$ cat config.mk
export PLATFORM = sky130hd
export DESIGN_NAME = voltage_reference_control
export DESIGN_NICKNAME = d
export VERILOG_FILES = /design/src/vref_pkg.sv /design/src/voltage_reference_control.sv
export VERILOG_INCLUDE_DIRS = /design/src /design/src/src
export SDC_FILE = /design/constraint.sdc
export NUM_CORES = 1
export LEC_CHECK = 0
export ABC_AREA = 0
export BUFFER_PORTS_ARGS = -buffer_cell sky130_fd_sc_hd__buf_2
export CAP_MARGIN = 0
export CORE_ASPECT_RATIO = 1.25
export CORE_MARGIN = 2
export CORE_UTILIZATION = 47
export DETAILED_ROUTE_END_ITERATION = 7
export GPL_TIMING_DRIVEN = 0
export PLACE_DENSITY = 0.74
export SKIP_LAST_GASP = 1
export SLEW_MARGIN = 0
export SYNTH_ARGS = -nofsm -noshare
export SYNTH_HDL_FRONTEND = slang
export SYNTH_SLANG_ARGS = --single-unit
$ cat constraint.sdc
create_clock -name clk_i -period 1.6 [get_ports clk_i]
set_clock_uncertainty 0.2 [all_clocks]
set_input_delay 0.24 -clock clk_i [delete_from_list [all_inputs] [get_ports clk_i]]
set_output_delay 0.24 -clock clk_i [all_outputs]
set_load 0.03 [all_outputs]
$ cat src/vref_map.svh
// Register map, field positions, reset values and timing counts
// for the voltage reference control block.
// Assumes a byte-wide register port with a two-bit address.
`ifndef VREF_MAP_SVH
`define VREF_MAP_SVH

// ==========================================================
// Register addresses
`define VREF_ADDR_FIXED 2'h0
`define VREF_ADDR_LADDER 2'h1
`define VREF_ADDR_LEVEL 2'h2

// ==========================================================
// Fixed reference control fields
`define VREF_FIX_EN_BIT 7
`define VREF_FIX_STABLE_BIT 6
`define VREF_FIX_GAIN_HI 5
`define VREF_FIX_GAIN_LO 4
`define VREF_FIX_GAIN_RESET 2'h1

// ==========================================================
// Ladder control fields
`define VREF_LAD_EN_BIT 7
`define VREF_LAD_LPS_BIT 6
`define VREF_LAD_OE_BIT 5
`define VREF_LAD_PSS_HI 3
`define VREF_LAD_PSS_LO 2
`define VREF_LAD_NSS_BIT 0

// ==========================================================
// Level select fields
`define VREF_LVL_HI 4
`define VREF_LVL_LO 0
`define VREF_LVL_MAX 5'h1F
`define VREF_LVL_MIN 5'h00
`define VREF_LVL_PAD_HI 7
`define VREF_LVL_PAD_LO 5

// ==========================================================
// Timing
`define VREF_CLK_NS 20
`define VREF_SETTLE_NS 25000
`define VREF_SETTLE_CYC \
    ((`VREF_SETTLE_NS + `VREF_CLK_NS - 1) / `VREF_CLK_NS)
`define VREF_CNT_W 11

`endif

$ cat src/vref_pkg.sv
// Types shared by the voltage reference control block.
// Assumes the map header is compiled alongside.
package vref_pkg;

    // ======================================================
    // Positive source choices
    typedef enum logic [1:0] {
        POS_SUPPLY = 2'h0,
        POS_EXT_PIN = 2'h1,
        POS_FIXED_REF = 2'h2,
        POS_RESERVED = 2'h3
    } pos_src_t;

    // ======================================================
    // Ladder configuration as stored and driven
    typedef struct packed {
        logic ladder_enable;
        logic low_power_state_select;
        logic ladder_output_enable;
        pos_src_t positive_source_select;
        logic negative_source_select;
    } ladder_cfg_t;

    // Fixed reference configuration as stored and driven
    typedef struct packed {
        logic fixed_ref_enable;
        logic [1:0] fixed_ref_gain_select;
    } fixed_cfg_t;

    // Shared reference pin controls
    typedef struct packed {
        logic analog_drive;
        logic dig_out_disable;
        logic dig_in_disable;
    } pin_ctrl_t;

endpackage

$ cat src/voltage_reference_control.sv
// Digital control of the ladder and fixed voltage references.
// Assumes a plain byte register port, one clock, synchronous
// active-low reset; analog parts sit outside on the outputs.
`include "vref_map.svh"

module voltage_reference_control (
    input wire logic clk_i,
    input wire logic resetn_i,
    input wire logic [1:0] addr_i,
    input wire logic [7:0] wdata_i,
    input wire logic wr_i,
    input wire logic rd_i,
    input wire logic pin_i,
    output logic [7:0] rdata_o,
    output vref_pkg::ladder_cfg_t ladder_cfg_o,
    output logic [4:0] ladder_code_o,
    output vref_pkg::fixed_cfg_t fixed_cfg_o,
    output logic fixed_ref_stable_o,
    output vref_pkg::pin_ctrl_t pin_ctrl_o,
    output logic pin_read_o
);

    // ======================================================
    // Decoding
    function automatic logic hit(input logic [1:0] a,
                                 input logic [1:0] want);
        hit = (a == want);
    endfunction

    logic wr_fixed;
    logic wr_ladder;
    logic wr_level;
    assign wr_fixed = wr_i && hit(addr_i, `VREF_ADDR_FIXED);
    assign wr_ladder = wr_i && hit(addr_i, `VREF_ADDR_LADDER);
    assign wr_level = wr_i && hit(addr_i, `VREF_ADDR_LEVEL);

    // ======================================================
    // Stored registers
    logic [4:0] level;
    logic [`VREF_CNT_W-1:0] settle_cnt;

    // Only reset and writes touch ladder control; a wake
    // from sleep has no path in here at all.
    always_ff @(posedge clk_i) begin
        if (!resetn_i) begin
            ladder_cfg_o <= '0;
        end else if (wr_ladder) begin
            ladder_cfg_o.ladder_enable <=
                wdata_i[`VREF_LAD_EN_BIT];
            ladder_cfg_o.low_power_state_select <=
                wdata_i[`VREF_LAD_LPS_BIT];
            ladder_cfg_o.ladder_output_enable <=
                wdata_i[`VREF_LAD_OE_BIT];
            ladder_cfg_o.positive_source_select <=
                vref_pkg::pos_src_t'(
                wdata_i[`VREF_LAD_PSS_HI:`VREF_LAD_PSS_LO]);
            // Reserved source code is stored as written
            ladder_cfg_o.negative_source_select <=
                wdata_i[`VREF_LAD_NSS_BIT];
        end
    end

    always_ff @(posedge clk_i) begin
        if (!resetn_i) begin
            level <= `VREF_LVL_MIN;
        end else if (wr_level) begin
            level <= wdata_i[`VREF_LVL_HI:`VREF_LVL_LO];
        end
    end

    // Stable bit of the written byte is dropped here
    always_ff @(posedge clk_i) begin
        if (!resetn_i) begin
            fixed_cfg_o.fixed_ref_enable <= 1'b0;
            fixed_cfg_o.fixed_ref_gain_select <=
                `VREF_FIX_GAIN_RESET;
        end else if (wr_fixed) begin
            fixed_cfg_o.fixed_ref_enable <=
                wdata_i[`VREF_FIX_EN_BIT];
            fixed_cfg_o.fixed_ref_gain_select <=
                wdata_i[`VREF_FIX_GAIN_HI:`VREF_FIX_GAIN_LO];
        end
    end

    // ======================================================
    // Fixed reference settling
    // The flag is a timer, not a sense of the analog node;
    // software may poll it instead of its own delay.
    always_ff @(posedge clk_i) begin
        if (!resetn_i || !fixed_cfg_o.fixed_ref_enable) begin
            settle_cnt <= '0;
            fixed_ref_stable_o <= 1'b0;
        end else if (settle_cnt ==
                     `VREF_CNT_W'(`VREF_SETTLE_CYC - 1)) begin
            fixed_ref_stable_o <= 1'b1;
        end else begin
            settle_cnt <= settle_cnt + `VREF_CNT_W'(1);
        end
    end

    // ======================================================
    // Ladder level to the analog switch network
    logic [4:0] next_code;
    always_comb begin
        if (ladder_cfg_o.ladder_enable) begin
            next_code = level;
        end else if (ladder_cfg_o.low_power_state_select) begin
            next_code = `VREF_LVL_MAX;
        end else begin
            next_code = `VREF_LVL_MIN;
        end
    end

    always_ff @(posedge clk_i) begin
        if (!resetn_i) begin
            ladder_code_o <= `VREF_LVL_MIN;
        end else begin
            ladder_code_o <= next_code;
        end
    end

    // ======================================================
    // Shared pin
    logic pin_s1;
    logic pin_s2;
    logic pin_s3;
    logic pin_level;

    always_ff @(posedge clk_i) begin
        if (!resetn_i) begin
            pin_s1 <= 1'b0;
            pin_s2 <= 1'b0;
            pin_s3 <= 1'b0;
        end else begin
            pin_s1 <= pin_i;
            pin_s2 <= pin_s1;
            pin_s3 <= pin_s2;
        end
    end

    // Level moves only when the last two stages agree
    always_ff @(posedge clk_i) begin
        if (!resetn_i) begin
            pin_level <= 1'b0;
        end else if (pin_s2 == pin_s3) begin
            pin_level <= pin_s3;
        end
    end

    always_ff @(posedge clk_i) begin
        if (!resetn_i) begin
            pin_ctrl_o <= '0;
            pin_read_o <= 1'b0;
        end else begin
            pin_ctrl_o.analog_drive <=
                ladder_cfg_o.ladder_output_enable;
            pin_ctrl_o.dig_out_disable <=
                ladder_cfg_o.ladder_output_enable;
            pin_ctrl_o.dig_in_disable <=
                ladder_cfg_o.ladder_output_enable;
            pin_read_o <= pin_level &&
                !ladder_cfg_o.ladder_output_enable;
        end
    end

    // ======================================================
    // Read port
    logic [7:0] next_rdata;
    always_comb begin
        next_rdata = 8'h00;
        unique case (addr_i)
            `VREF_ADDR_FIXED: begin
                next_rdata[`VREF_FIX_EN_BIT] =
                    fixed_cfg_o.fixed_ref_enable;
                next_rdata[`VREF_FIX_STABLE_BIT] =
                    fixed_ref_stable_o;
                next_rdata[`VREF_FIX_GAIN_HI:`VREF_FIX_GAIN_LO] =
                    fixed_cfg_o.fixed_ref_gain_select;
            end
            `VREF_ADDR_LADDER: begin
                next_rdata[`VREF_LAD_EN_BIT] =
                    ladder_cfg_o.ladder_enable;
                next_rdata[`VREF_LAD_LPS_BIT] =
                    ladder_cfg_o.low_power_state_select;
                next_rdata[`VREF_LAD_OE_BIT] =
                    ladder_cfg_o.ladder_output_enable;
                next_rdata[`VREF_LAD_PSS_HI:`VREF_LAD_PSS_LO] =
                    ladder_cfg_o.positive_source_select;
                next_rdata[`VREF_LAD_NSS_BIT] =
                    ladder_cfg_o.negative_source_select;
            end
            `VREF_ADDR_LEVEL: begin
                next_rdata[`VREF_LVL_HI:`VREF_LVL_LO] = level;
            end
            default: begin
                next_rdata = 8'h00;
            end
        endcase
    end

    // Data stands only in the cycle after the strobe
    always_ff @(posedge clk_i) begin
        if (!resetn_i || !rd_i) begin
            rdata_o <= 8'h00;
        end else begin
            rdata_o <= next_rdata;
        end
    end
endmodule

==> flow_summary.json <==
{
  "setup_repair_after_global_routing_missed_its_margin": "yes",
  "slew_viol_final": 0,
  "numPortBuffers": 40,
  "clkLatencyLatePin_ns": 0.29,
  "dp_hpwl_um": 2760,
  "critical_path.endpoint_type": "register",
  "num_rows": 24,
  "synth.distinct_cells": 27,
  "routed_via_density": 5.25,
  "postRouteAntennaNets": 0,
  "track_usage": 0.203,
  "area_of_the_core_sq_um": 3540,
  "critical_path.max_stage_delay_ns": 0.39,
  "netlist_instances": 193,
  "top_level_port_count": 42,
  "start_point_of_the_worst_min_delay_path": "wdata_i[0]",
  "drt_pass1_iterations": 6,
  "place.gp.congestion": 0.762,
  "yosys_register_bits": 45,
  "synthXorXnorAreaFrac": 0.0149,
  "first_global_vias": 1460,
  "worst_ir_drop_on_vdd_mv": 0.470,
  "static-leakage-power_nw": 0.888,
  "share_of_async_settable_or_async_resettable_flops_after_synthesis": 0,
  "share_of_synthesized_area_spent_on_multiplexers": 0.0142,
  "setup-violations-final": 1,
  "netlist_area_sq_um": 1770,
  "cts.root.buffer_cell": "sky130_fd_sc_hd__clkbuf_8",
  "cts_max_level": 2,
  "register_area_share_after_synthesis": 0.510,
  "post_layout_nonfiller_instances": 294,
  "fin_crit_sh": 1.01,
  "initialDrtViolationCount": 101,
  "largest_family_of_logic_cells_by_synthesized_area": "simple AND/OR/NAND/NOR gates",
  "switching_share": 0.243,
  "number_of_antenna_violations_at_the_first_check_in_global_routing": 0,
  "drive_above_1_share": 0.306,
  "floorplan.initialDensity": 0.499,
  "reg2reg_slack_ns": -0.02,
  "worst_setup_hold_path_clk_slew_ns": 0.09,
  "syn_nets": 213,
  "grt_max_degree": 15,
  "path_depth": 5,
  "post_drt_wl_per_cell_um": 13.9,
  "r2r-end": "settle_cnt[6]$_SDFFE_PP0P_",
  "path_buf_inv": 1,
  "hold_path.class": "primary input to register",
  "violations": "DRC, setup timing",
  "synth-adder-area-share": 0.0354,
  "critPathCapture": "settle_cnt[6]$_SDFFE_PP0P_",
  "routed_wl_um": 4080,
  "pwr-share-comb": 0.076,
  "cp.arrival_ns": 1.64,
  "timing.critical_path.required_ns": 1.62,
  "num_vias": 1544,
  "placedInstanceArea_sq_um": 2020,
  "setup.worst_path.class": "register to register",
  "synth_simple_gate_area_frac": 0.228,
  "worst_max_slew_margin_expressed_relative_to_the_limit": 0.685,
  "drt_drc_violations_left": 4,
  "synth_area_per_cell_sq_um": 9.16,
  "status": "complete, but fails checks",
  "fp.dieW_um": 58.9,
  "die_y_um": 72.6,
  "cts_tree": "yes",
  "synth-warning-count": 0,
  "worstMarginPinSlew_ns": 0.472,
  "path_delay_family": "simple AND/OR/NAND/NOR gates",
  "nNetsFinal": 274,
  "critPathMaxFanout": 4,
  "power-per-cell-area_nw_per_um2": 861,
  "power_report.internal_total_mw": 1.50,
  "diodes": 0,
  "clock.fmax_mhz": 616,
  "min_period_ns": 1.62,
  "global_route_wire_length_before_repair_um": 6590,
  "cp-start-kind": "register",
  "switching_power_uw": 482,
  "timing.final.hold_violations": 0,
  "crit_path_top_delay_cell": "sky130_fd_sc_hd__dfxtp_4",
  "design.die.area_sq_um": 4270,
  "worst_r2r_path_depth": 5,
  "gr-total-overflow": 0,
  "clock-sinks": 45,
  "total_of_max_cap_violations": 0,
  "worstReg2RegStart": "settle_cnt[0]$_SDFFE_PP0P_",
  "fin_ws_ns": -0.0239,
  "synthToLayoutAreaGrowth_pct": 29.9,
  "cts.path.max_buffers": 2,
  "pwr-share-clk": 0.343,
  "cp-startpoint": "settle_cnt[0]$_SDFFE_PP0P_",
  "synth_enable_flop_cells": 0,
  "critical_path.cell_chain": "ha_4 -> nand4_1 -> buf_4 -> or3_1 -> a21oi_2",
  "synth_compound_gate_area_share": 0.160,
  "seq_power_share": 0.581,
  "dp_cells": 272,
  "final_area_sq_um": 2300,
  "synth_top_flop_cell": "sky130_fd_sc_hd__dfxtp_1",
  "cts_made_buffers": 5
}
-- registers in the layout, summed over array words and instances (netlist names) --
name	count
fixed_cfg_o	3
fixed_ref_stable_o	1
ladder_cfg_o	6
ladder_code_o	5
level	5
pin_ctrl_o	1
pin_level	1
pin_read_o	1
pin_s1	1
pin_s2	1
pin_s3	1
rdata_o	8
settle_cnt	11
-- per-layer routing --
layer / vias to the layer above / routed length [um] / GRT usage / part of all wire
met5: - / 0 / 0 / 0
met4: 0 / 68 / 0.0657 / 0.017
met3: 6 / 195 / 0.0585 / 0.048
met2: 46 / 2090 / 0.348 / 0.51
met1: 711 / 1730 / 0.240 / 0.42
li1: 781 / - / - / -
-- power by group through the flow --
stage,logic [mW],registers [mW],clock network (mW)
2_1_floorplan,0.0661,1.20,0
3_3_place_gp,0.142,1.18,0
3_5_place_dp,0.144,1.18,0
4_1_cts,0.149,1.15,0.695
5_1_grt,0.166,1.15,0.759
6_report,0.150,1.15,0.679
-- layout make-up --
type	count	area, sq um
fillers	298	1250
flip-flops and latches	45	913
multi-input cells	132	867
repair buffers	54	310
clock buffers	6	72.6
plain buffers	11	48.8
well taps	39	48.8
inverters	5	21.3
clock inverters	2	15.0
-- through the flow --
step	TNS, ns	utilization	power [mW]	setup WS (ns)	hold slack (ns)
final	-0.0239	0.648	1.98	-0.0239	0.0112
after global routing	-0.340	0.648	2.08	-0.0817	0.0157
after CTS	-0.00605	0.623	1.99	-0.00605	0.00423
after detailed placement	-0.253	0.569	1.32	-0.112	0.222
after global placement	-0.149	0.569	1.32	-0.0790	0.216
after floorplan	0	-	1.27	0.0178	0.167
-- worst reg2reg max path, stage by stage, from the launching register on --
cell	delay [ns]
sky130_fd_sc_hd__dfxtp_4	0.39
sky130_fd_sc_hd__ha_4	0.15
sky130_fd_sc_hd__nand4_1	0.14
sky130_fd_sc_hd__buf_4	0.19
sky130_fd_sc_hd__or3_1	0.34
sky130_fd_sc_hd__a21oi_2	0.14
-- layout by cell type (no fill, tap or decap), types with 4 or more instances in the layout --
master and n:
sky130_fd_sc_hd__a21boi_0 19, sky130_fd_sc_hd__a21oi_1 4, sky130_fd_sc_hd__a22oi_1 7, sky130_fd_sc_hd__and2_1 5
sky130_fd_sc_hd__buf_2 40, sky130_fd_sc_hd__buf_4 14, sky130_fd_sc_hd__clkbuf_1 10, sky130_fd_sc_hd__clkbuf_8 5
sky130_fd_sc_hd__dfxtp_1 41, sky130_fd_sc_hd__inv_1 4, sky130_fd_sc_hd__nand2_1 29, sky130_fd_sc_hd__nand3_1 18
sky130_fd_sc_hd__nor2_1 13, sky130_fd_sc_hd__o21ai_0 4
-- synth_stat cells, types with 3 or more instances --
| cell type | number | area (sq um) |
|---|---|---|
| sky130_fd_sc_hd__dfxtp_1 | 45 | 901 |
| sky130_fd_sc_hd__a22oi_1 | 7 | 52.6 |
| sky130_fd_sc_hd__a21oi_1 | 6 | 30.0 |
| sky130_fd_sc_hd__inv_1 | 5 | 18.8 |
| sky130_fd_sc_hd__o31ai_1 | 4 | 30.0 |
| sky130_fd_sc_hd__clkbuf_1 | 9 | 33.8 |
| sky130_fd_sc_hd__and2_1 | 5 | 31.3 |
| sky130_fd_sc_hd__or4_1 | 3 | 22.5 |
| sky130_fd_sc_hd__nor2_1 | 13 | 48.8 |
| sky130_fd_sc_hd__or3_1 | 3 | 18.8 |
| sky130_fd_sc_hd__o21ai_0 | 4 | 20.0 |
| sky130_fd_sc_hd__nand2_1 | 29 | 109 |
| sky130_fd_sc_hd__a21boi_0 | 19 | 143 |
| sky130_fd_sc_hd__nand3_1 | 20 | 100 |
| sky130_fd_sc_hd__ha_1 | 5 | 62.6 |
-- timing repair --
item / 4_1_cts / 5_1_grt
pin swaps: 3 / 5
buffers inserted: 7 / 5
hold buffers: 2 / 0
setup endpoints to repair: 7 / 8
gates resized for setup: 9 / 11
hold endpoints to repair: 2 / 0
-- worst min path at each step --
stage                              endpoint  slack [ns]  depth (start not counted)
2_1_floorplan             pin_s1$_SDFF_PN0_        0.17                          1
3_3_place_gp              pin_s2$_SDFF_PN0_        0.22                          1
3_5_place_dp              pin_s2$_SDFF_PN0_        0.22                          1
4_1_cts        ladder_cfg_o[3]$_SDFFE_PN0P_       0.004                          3
5_1_grt         fixed_cfg_o[1]$_SDFFE_PN0P_        0.02                          3
6_report       ladder_cfg_o[0]$_SDFFE_PN0P_        0.01                          3
-- logic make-up after synthesis --
kind of cell,after synthesis
AND/OR/NAND/NOR,81
adder cells (fa/ha/maj),5
flip-flops,45
AO/OA/AOI/OAI,41
multiplexers,2
XOR/XNOR,3
buffers and inverters,16
(Power assumes the default switching activity.)
